[src/rtl/tec_cfg.svh]
// constants for the drive-side telegram failure counters
// assumes one pass/fail strobe per telegram type per communication cycle
// Functional notes
// CP4 failed MDT bumps successive counter
// valid MDT clears successive counter
// successive count two: CP0, shutdown, error flag
// master keeps per-drive AT counters; the master model keeps one atCount only
// master skips third and later bad ATs
// master zeroes AT counters entering CP3
// master AT counting CP3/CP4, saturates
// master exposes AT counts for reading
// sync count in CP3/CP4, saturating
// sync runs beyond two not counted
// sync count readable, clearable from CP2
// MDT count in CP4 only, saturating
// MDT runs beyond two not counted
// MDT count zeroed entering CP4
// MDT count readable, clearable from CP2
// inputs are per-cycle verdicts plus phase
`ifndef TEC_CFG_SVH
`define TEC_CFG_SVH
`define TEC_CNT_W      16
`define TEC_CNT_MAX    16'hFFFF
`define TEC_CNT_RST    16'h0000
`define TEC_RUN_LIMIT  2'h2
`define TEC_CP0        3'h0
`define TEC_CP2        3'h2
`define TEC_CP3        3'h3
`define TEC_CP4        3'h4
`endif

[src/rtl/tec_pkg.sv]
// types shared by the telegram failure counter block
// assumes the phase code is a 3-bit number 0..4
`default_nettype none
package tec_pkg;
  typedef logic [2:0]  tec_phase_t;
  typedef logic [15:0] tec_count_t;
  typedef enum logic [1:0] {TEC_RUN, TEC_WAIT_CP0} tec_fall_t;
endpackage : tec_pkg
`default_nettype wire

[src/rtl/tec_cum_counter.sv]
// saturating cumulative failure counter with run suppression
// assumes one verdict strobe per cycle and same-clock inputs
`include "tec_cfg.svh"
`default_nettype none
module tec_cum_counter
  import tec_pkg::*;
(
  input  wire  logic       clock,
  input  wire  logic       rst_n,
  input  wire  logic       tick,
  input  wire  logic       failed,
  input  wire  logic       countEn,
  input  wire  logic       zero,
  output var   tec_count_t count
);
  logic [1:0] runReg;
  // consecutive failures seen, stops at two
  always_ff @(posedge clock) begin
    if (!rst_n) begin
      runReg <= 2'h0;
    end else if (tick) begin
      if (!failed) begin
        runReg <= 2'h0;
      end else if (runReg != `TEC_RUN_LIMIT) begin
        runReg <= runReg + 2'h1;
      end
    end
  end
  always_ff @(posedge clock) begin
    if (!rst_n) begin
      count <= `TEC_CNT_RST;
    end else if (zero) begin
      count <= `TEC_CNT_RST;
    end else if (tick && failed && countEn && runReg != `TEC_RUN_LIMIT
                 && count != `TEC_CNT_MAX) begin
      count <= count + 16'h0001;
    end
  end
endmodule // tec_cum_counter
`default_nettype wire

[src/rtl/tec_phase_track.sv]
// detects phase transitions from the phase code
// assumes the phase code is on the same clock
`include "tec_cfg.svh"
`default_nettype none
module tec_phase_track
  import tec_pkg::*;
(
  input  wire  logic       clock,
  input  wire  logic       rst_n,
  input  wire  tec_phase_t phase,
  output var   logic       enter3,
  output var   logic       enter4
);
  tec_phase_t prevReg;
  always_ff @(posedge clock) begin
    if (!rst_n) begin
      prevReg <= `TEC_CP0;
    end else begin
      prevReg <= phase;
    end
  end
  always_comb begin
    enter3 = (prevReg == `TEC_CP2) && (phase == `TEC_CP3);
    enter4 = (prevReg == `TEC_CP3) && (phase == `TEC_CP4);
  end
endmodule // tec_phase_track
`default_nettype wire

[src/rtl/tec_top.sv]
// drive-side telegram failure counters: successive MDT and cumulative
// MST/MDT counters with phase gating and fallback request
// assumes verdict strobes come from same-clock telegram check logic
`include "tec_cfg.svh"
`default_nettype none
module tec_top
  import tec_pkg::*;
(
  input  wire  logic       clock,
  input  wire  logic       rst_n,
  input  wire  tec_phase_t phase,
  input  wire  logic       syncTick,
  input  wire  logic       syncFailed,
  input  wire  logic       dataTick,
  input  wire  logic       dataFailed,
  input  wire  logic       syncCountClear,
  input  wire  logic       dataCountClear,
  input  wire  logic       errorAck,
  output var   tec_count_t syncCount,
  output var   tec_count_t dataCount,
  output var   logic       fallbackCp0,
  output var   logic       shutdownDrives,
  output var   logic       commErrorFlag
);
  ////////////////////////////////////////////////////////////////////////
  logic       enter3;
  logic       enter4;
  logic [1:0] succReg;
  tec_fall_t  fall_reg;
  tec_count_t syncCnt;
  tec_count_t dataCnt;
  logic       inCp34;
  logic       inCp4;
  logic       fromCp2;
  logic       trip;
  logic       holdOff;
  // phase window decode, shared by the gates and the master clear window
  function automatic logic phase_in(input tec_phase_t ph,
                                    input tec_phase_t lo,
                                    input tec_phase_t hi);
    return (ph >= lo) && (ph <= hi);
  endfunction
  always_comb begin
    inCp34  = phase_in(phase, `TEC_CP3, `TEC_CP4);
    inCp4   = phase_in(phase, `TEC_CP4, `TEC_CP4);
    fromCp2 = phase_in(phase, `TEC_CP2, `TEC_CP4);
    // drives stay down from the trip until the master restarts in CP0
    holdOff = trip || (fall_reg == TEC_WAIT_CP0 && phase != `TEC_CP0);
  end
  tec_phase_track u_track (
    .clock  (clock),
    .rst_n  (rst_n),
    .phase  (phase),
    .enter3 (enter3),
    .enter4 (enter4)
  );
  ////////////////////////////////////////////////////////////////////////
  // successive MDT failures
  always_ff @(posedge clock) begin
    if (!rst_n) begin
      succReg <= 2'h0;
    end else if (fall_reg == TEC_WAIT_CP0) begin
      succReg <= 2'h0;
    end else if (dataTick && !dataFailed) begin
      succReg <= 2'h0;
    end else if (dataTick && inCp4 && succReg != `TEC_RUN_LIMIT) begin
      succReg <= succReg + 2'h1;
    end
  end
  assign trip = (succReg == `TEC_RUN_LIMIT) && (fall_reg == TEC_RUN);
  // the flag is sticky until acknowledged; a new trip wins over the ack
  always_ff @(posedge clock) begin
    if (!rst_n) begin
      fall_reg <= TEC_RUN;
    end else begin
      case (fall_reg)
        TEC_RUN:      if (trip) fall_reg <= TEC_WAIT_CP0;
        TEC_WAIT_CP0: if (phase == `TEC_CP0) fall_reg <= TEC_RUN;
        default:      fall_reg <= TEC_RUN;
      endcase
    end
  end
  always_ff @(posedge clock) begin
    if (!rst_n) begin
      fallbackCp0    <= 1'b0;
      shutdownDrives <= 1'b0;
    end else begin
      fallbackCp0    <= holdOff;
      shutdownDrives <= holdOff;
    end
  end
  always_ff @(posedge clock) begin
    if (!rst_n) begin
      commErrorFlag <= 1'b0;
    end else if (trip) begin
      commErrorFlag <= 1'b1;
    end else if (errorAck) begin
      commErrorFlag <= 1'b0;
    end
  end
  ////////////////////////////////////////////////////////////////////////
  // cumulative counters; master clear honoured only from CP2 on
  tec_cum_counter u_sync (
    .clock   (clock),
    .rst_n   (rst_n),
    .tick    (syncTick),
    .failed  (syncFailed),
    .countEn (inCp34),
    .zero    (enter3 || (syncCountClear && fromCp2)),
    .count   (syncCnt)
  );
  tec_cum_counter u_data (
    .clock   (clock),
    .rst_n   (rst_n),
    .tick    (dataTick),
    .failed  (dataFailed),
    .countEn (inCp4),
    .zero    (enter4 || (dataCountClear && fromCp2)),
    .count   (dataCnt)
  );
  always_ff @(posedge clock) begin
    if (!rst_n) begin
      syncCount <= `TEC_CNT_RST;
      dataCount <= `TEC_CNT_RST;
    end else begin
      syncCount <= syncCnt;
      dataCount <= dataCnt;
    end
  end
endmodule // tec_top
`default_nettype wire

[config.mk]
export PLATFORM = sky130hd
export DESIGN_NAME = tec_top
export DESIGN_NICKNAME = d
export VERILOG_FILES = /design/src/rtl/tec_pkg.sv /design/src/rtl/tec_cum_counter.sv /design/src/rtl/tec_phase_track.sv /design/src/rtl/tec_top.sv
export VERILOG_INCLUDE_DIRS = /design/src /design/src/rtl
export SDC_FILE = /design/constraint.sdc
export NUM_CORES = 1
export LEC_CHECK = 0
export ABC_AREA = 1
export BUFFER_PORTS_ARGS = -buffer_cell sky130_fd_sc_hd__buf_2
export CAP_MARGIN = 20
export CORE_MARGIN = 2
export CORE_UTILIZATION = 47
export DETAILED_ROUTE_END_ITERATION = 8
export PLACE_DENSITY = 0.67
export SLEW_MARGIN = 15
export SYNTH_ARGS = -nofsm -noshare
export SYNTH_HDL_FRONTEND = slang
export SYNTH_SLANG_ARGS = --single-unit
[constraint.sdc]
create_clock -name clock -period 2.2 [get_ports clock]
set_input_delay 0.22 -clock clock [delete_from_list [all_inputs] [get_ports clock]]
set_output_delay 0.22 -clock clock [all_outputs]
set_load 0.005 [all_outputs]
# After elaboration in Yosys (flattened, before gate mapping)

Cells that the tools add are included.

Muxes and demuxes: 9
$lt $le $gt $ge: 4
$add $sub $neg: 5
Reductions and logical operators: 34
Bitwise operators: 1
Equal/unequal tests: 15

Operator list:

| kind                                                  | number |
|---|---|
| adder 16 x 1 -> 16 bit, second input constant         | 2 |
| inequality test 16 bit, second input constant         | 2 |
| logical AND 1 bit                                     | 20 |
| 2-to-1 mux 2 bit                                      | 6 |
| == test 3 x 2 -> 1 bit, second input constant         | 3 |
| inequality test 2 bit, second input constant          | 4 |
| adder 2 x 1 -> 2 bit, second input constant           | 3 |
| >= comparator 3 x 2 -> 1 bit, second input constant   | 2 |
| inequality test 2 x 1 -> 1 bit, second input constant | 3 |
| AND reduction 2 bit                                   | 3 |
| one-hot mux 2 bit (2 select lines)                    | 1 |
| OR reduction 2 bit                                    | 2 |
| == test 3 bit, second input constant                  | 1 |
| >= comparator 3 bit, second input constant            | 1 |
| less-or-equal comparator 3 bit, second input constant | 1 |
| zero test 3 bit                                       | 1 |
| logical OR 1 bit                                      | 3 |
| nonzero test 3 bit                                    | 1 |
| OR reduction 3 bit                                    | 1 |
| == test 2 x 1 -> 1 bit, second input constant         | 1 |
| == test 2 bit, second input constant                  | 1 |
| zero test 2 bit                                       | 1 |
| 2-to-1 mux 1 bit                                      | 2 |
| nonzero test 2 bit                                    | 1 |
| 2 further kinds                                       | 2 |

Logic and storage cells: 79
Flip-flop bits (word level): 77
Input bits: 12
Output and inout bits: 35

# Logic depth before layout (Yosys ltp)

Depth after elaboration: 5
Depth in mapped cells: 11
Depth with buffers taken out: 11

# Hierarchy

A second synthesis with hierarchy kept.

Cells, all modules: 474
Area total of the unflattened synthesis: 3432.0 um^2

By module, submodules not included:

| module          | cells an instance | area an instance (um^2) | times used | seq. area each (um^2) |
|---|---|---|---|---|
| tec_cum_counter | 156               | 1058.5                  | 2          | 360.3 |
| tec_top         | 143               | 1188.6                  | 1          | 740.7 |
| tec_phase_track | 19                | 126.4                   | 1          | 60.1 |

# Least setup slack after synthesis

Ideal clock, no wire load.

Path kind: reg2reg
From: register u_data.count[0]
To: register u_data.count[1]
Cell stages (with the launch flop): 10
Library setup time: 0.116 ns
Period minus slack after synthesis: 1.527 ns
Required time: 2.084 ns
Path slack: 0.673 ns
Arrival time: 1.411 ns
Buffers on the path: 1
Path through: dfxtp_1 > ha_1 > nand3_2 > inv_2 > nand2_2 > nor2_1 > nor2_4 > buf_6 > nor2_1 > nor2_1

Word-level cells in the longest chain between the ends: 2
Elaborated cells on any way between the ends: 3
Classes of those cells: 1 x add/sub; 1 x eq/ne; 1 x reduce/logical

RTL lines:

| item                                                           | line                  | source |
|---|---|---|
| start, declared                                                | tec_cum_counter.sv:14 | `output var tec_count_t count` |
| start signal, assigned                                         | tec_cum_counter.sv:31 | `` count <= `TEC_CNT_RST; `` |
| start signal, assigned                                         | tec_cum_counter.sv:33 | `` count <= `TEC_CNT_RST; `` |
| start signal, assigned                                         | tec_cum_counter.sv:36 | `count <= count + 16'h0001;` |
| branches (longest 2 deep; another with adder 16 x 1 -> 16 bit) | -                     |  |

Several ways; the timed one is not identified.
A chain may end at the register's enable or synchronous reset.

# Final worst setup path

From: register u_data.count[0]
To: register u_data.count[7]

The elaborated chain is that of the path after synthesis.

==> results.md <==
* Crit-path max FO at 14
* Multi-input combinational cell area at 0.00158 mm²
* Initial DRC Count at 163
* Slew margin rel. at 66.7%
* Initial core utilization at between 40% and 50%
* Final wirelength at around 6700 µm
* Synth top area share at 44.0%
* Setup bufs post-CTS at 0
* Standard-cell rows at 31
* Number of global-route vias before repair at 2638
* Non-filler cells, final at around 640
* Critical Path RT at 2480 ps
* Max Transition Viols Final at 0
* Final setup fails at 0
* WS Path Type: register to register
* Reg2reg end: u_data.count[7]
* Cell variety after synth at 28
* Area Overhead vs Synth at 13.9%
* TNS Setup at 0 ps
* Hold crit path type: primary input to register
* # DRC at 0
* Share of cells above drive strength 1 at 18.2%
* Maximum clock frequency at around 550 MHz
* Placer Congestion at 0.870
* Register area at ~0.0015 mm²
* Post-CTS Hold Buffers at 0
* DP HPWL at 4720 µm
* First-pass iteration count of the detailed router at 4
* Worst-margin pin slew at about 500 ps
* Reg2reg path depth at 7
* Yosys reg bits at 76
* RR Startpoint: u_data.count[0]
* CP Cell Sequence: ha_1, nand3_2, inv_2, nand2_2, o21ai_4, nand2_1, a21oi_2
* Setup slack, reg-to-reg at approximately 390 ps
* Synth area leaders: dfxtp_1 44%, nand2_1 17%, inv_1 7.7%, nor2_1 4.3%, a21oi_1 4.2%
* Die X at 89.8 µm
* Mapped Cells at ~480
* Post-CTS sizing at 0
* Number of I/O port buffers at 46
* Critical-path top delay cell: dfxtp_1
* RSZ-0062 raised after global routing: false
* Buf/Inv on CP at 1
* Crit share post-route at about 82%
* Num Clock Sinks at 76
* Vias post-DR at 2953
* Hold Path Depth at 3
* Wirelength per Cell at around 11 µm
* MaxCap Viol Count at 0
* Worst Hold Path EP: u_track.prevReg[2]
* I/O Pins at 47
* Fin. Hold Viols at 0
* Worst skew pair latency at 350 ps
* # diodes at 0
* CP top delay family: compound AO/OA/AOI/OAI gates
* CP Capture Type: register
* Startpoint Class: register
* Slowest stage delay, CP at 470 ps
* Die ar. at 0.00806 mm²
* Max VDD drop at 325 µV
* Synthesis Warnings at 0
* Seq/Total Area, Yosys at 44.0%
* Filler instances at 703
* Hold Startpoint: phase[2]
* Min cycle time layout at 1810 ps
* GRT Total Usage at 17.8%
* Routed Antenna Nets at 0
* Clk buf depth at 2
* Number of buffers created by CTS at 9
* Placed insts at 620
* Setup Skew at ~5.6 ps
* Top cell type by total area after synthesis: dfxtp_1
* Nets at 549
* First-pass GRT wire length at 11800 µm
* Critical Path Start: u_data.count[0]
* Outcome: complete, no violations
* Worst path arrival time at 2090 ps
* Lkg Pwr at 1.81 nW
* PwrDens at 639 mW/mm²
* Core Box Area at 0.00718 mm²
* CTS tree: done
* Total gr overflow at 0
* Clock transition at the registers of the reported paths at roughly 80 ps
* Cell area after synthesis at 0.00346 mm²
* Root Buffer: clkbuf_8
* Die Y at 89.8 µm
* Syn nets at 500
* Via density at 4.64
* Largest net degree at the start of global routing at 24
* Synthesized area per cell at 7.16 µm²
* Initial antenna violation count at 0
* CTS H-Tree Depth at 3
-- worst max-delay path by stage --
| stage | endpoint | slack (ps) | cells after the start |
|---|---|---|---|
| floorplan | u_data.count[1] | 670 | 9 |
| global placement | u_data.count[7] | 500 | 7 |
| detailed placement | u_data.count[8] | 410 | 7 |
| CTS | u_data.count[7] | 390 | 7 |
| global route | u_data.count[8] | 210 | 9 |
| finish | u_data.count[7] | 390 | 7 |
-- cells by family after synthesis --
family                     after synthesis  share of synthesized area (%)
buffers and inverters                   85                           10.3
adders and majority gates                5                           1.81
DFF                                     76                           44.0
xor gates and xnor gates                13                           3.29
AOI/OAI and AO/OA                       58                           10.3
and+or+nand+nor                        246                           30.2
-- layout by cell type (no fill, tap or decap), drive strengths merged --
| master | instances |
|---|---|
| a211oi | 1 |
| xnor2 | 7 |
| or2 | 1 |
| nand4 | 10 |
| dfxtp | 76 |
| a2bb2oi | 1 |
| xor2 | 6 |
| clkinvlp | 1 |
| buf | 49 |
| nor2 | 48 |
| ha | 5 |
| a21oi | 39 |
| o21ai | 17 |
| bufinv | 1 |
| inv | 73 |
| clkinv | 4 |
| nand3 | 18 |
| nand2 | 169 |
| clkbuf | 11 |
-- through the flow --
stage	area (µm²)	setup WS (ps)	utilization (%)	hold slack, ps	total power [mW]
finish	3940	392	54.9	95.8	2.52
global route	3940	214	54.9	97.3	2.62
CTS	3940	385	54.9	86.1	2.53
detailed placement	3750	405	52.3	451	1.53
global placement	3750	496	52.3	446	1.52
floorplan	3460	673	-	313	1.49
-- area by class of cell --
class                           count  area share [%]
Multi-Input combinational cell    322            40.1
Sequential cell                    76            38.6
Inverter                           74            7.05
Timing Repair Buffer               49            6.42
Clock buffer                       11            3.34
Tap cell                           99            3.14
Clock inverter                      5            1.33
-- cells in the mapped netlist (all sizes together) --
master and instances:
a2bb2oi 1, xnor2 7, nand3 18, nor2 48
xor2 6, clkbuf 3, inv 73, nand2 169
dfxtp 76, a21oi 39, o21ai 17, a211oi 1
nand4 10, or2 1, ha 5, clkinv 1
buf 8
-- where the power goes --
part | total, mW | internal [mW] | leakage (nW) | switching, mW
Combinational | 0.103 | 0.0322 | 1.11 | 0.0704
Clock | 1.02 | 0.519 | 0.0931 | 0.503
Sequential | 1.39 | 1.39 | 0.613 | 0.00517
-- worst min-delay path: stages --
cell	delay [ps]
buf_2	110
nand2_1	50
inv_1	40
-- per-layer routing --
layer	share of wire [%]	vias to the layer above	track usage, %	wire length [µm]
li1	-	1586	-	-
met1	51	1287	24.1	3420
met2	42	70	26.6	2790
met3	5.3	10	5.20	358
met4	2.0	0	7.56	133
met5	0	-	0	0
Power figures use the tool's default switching activity.
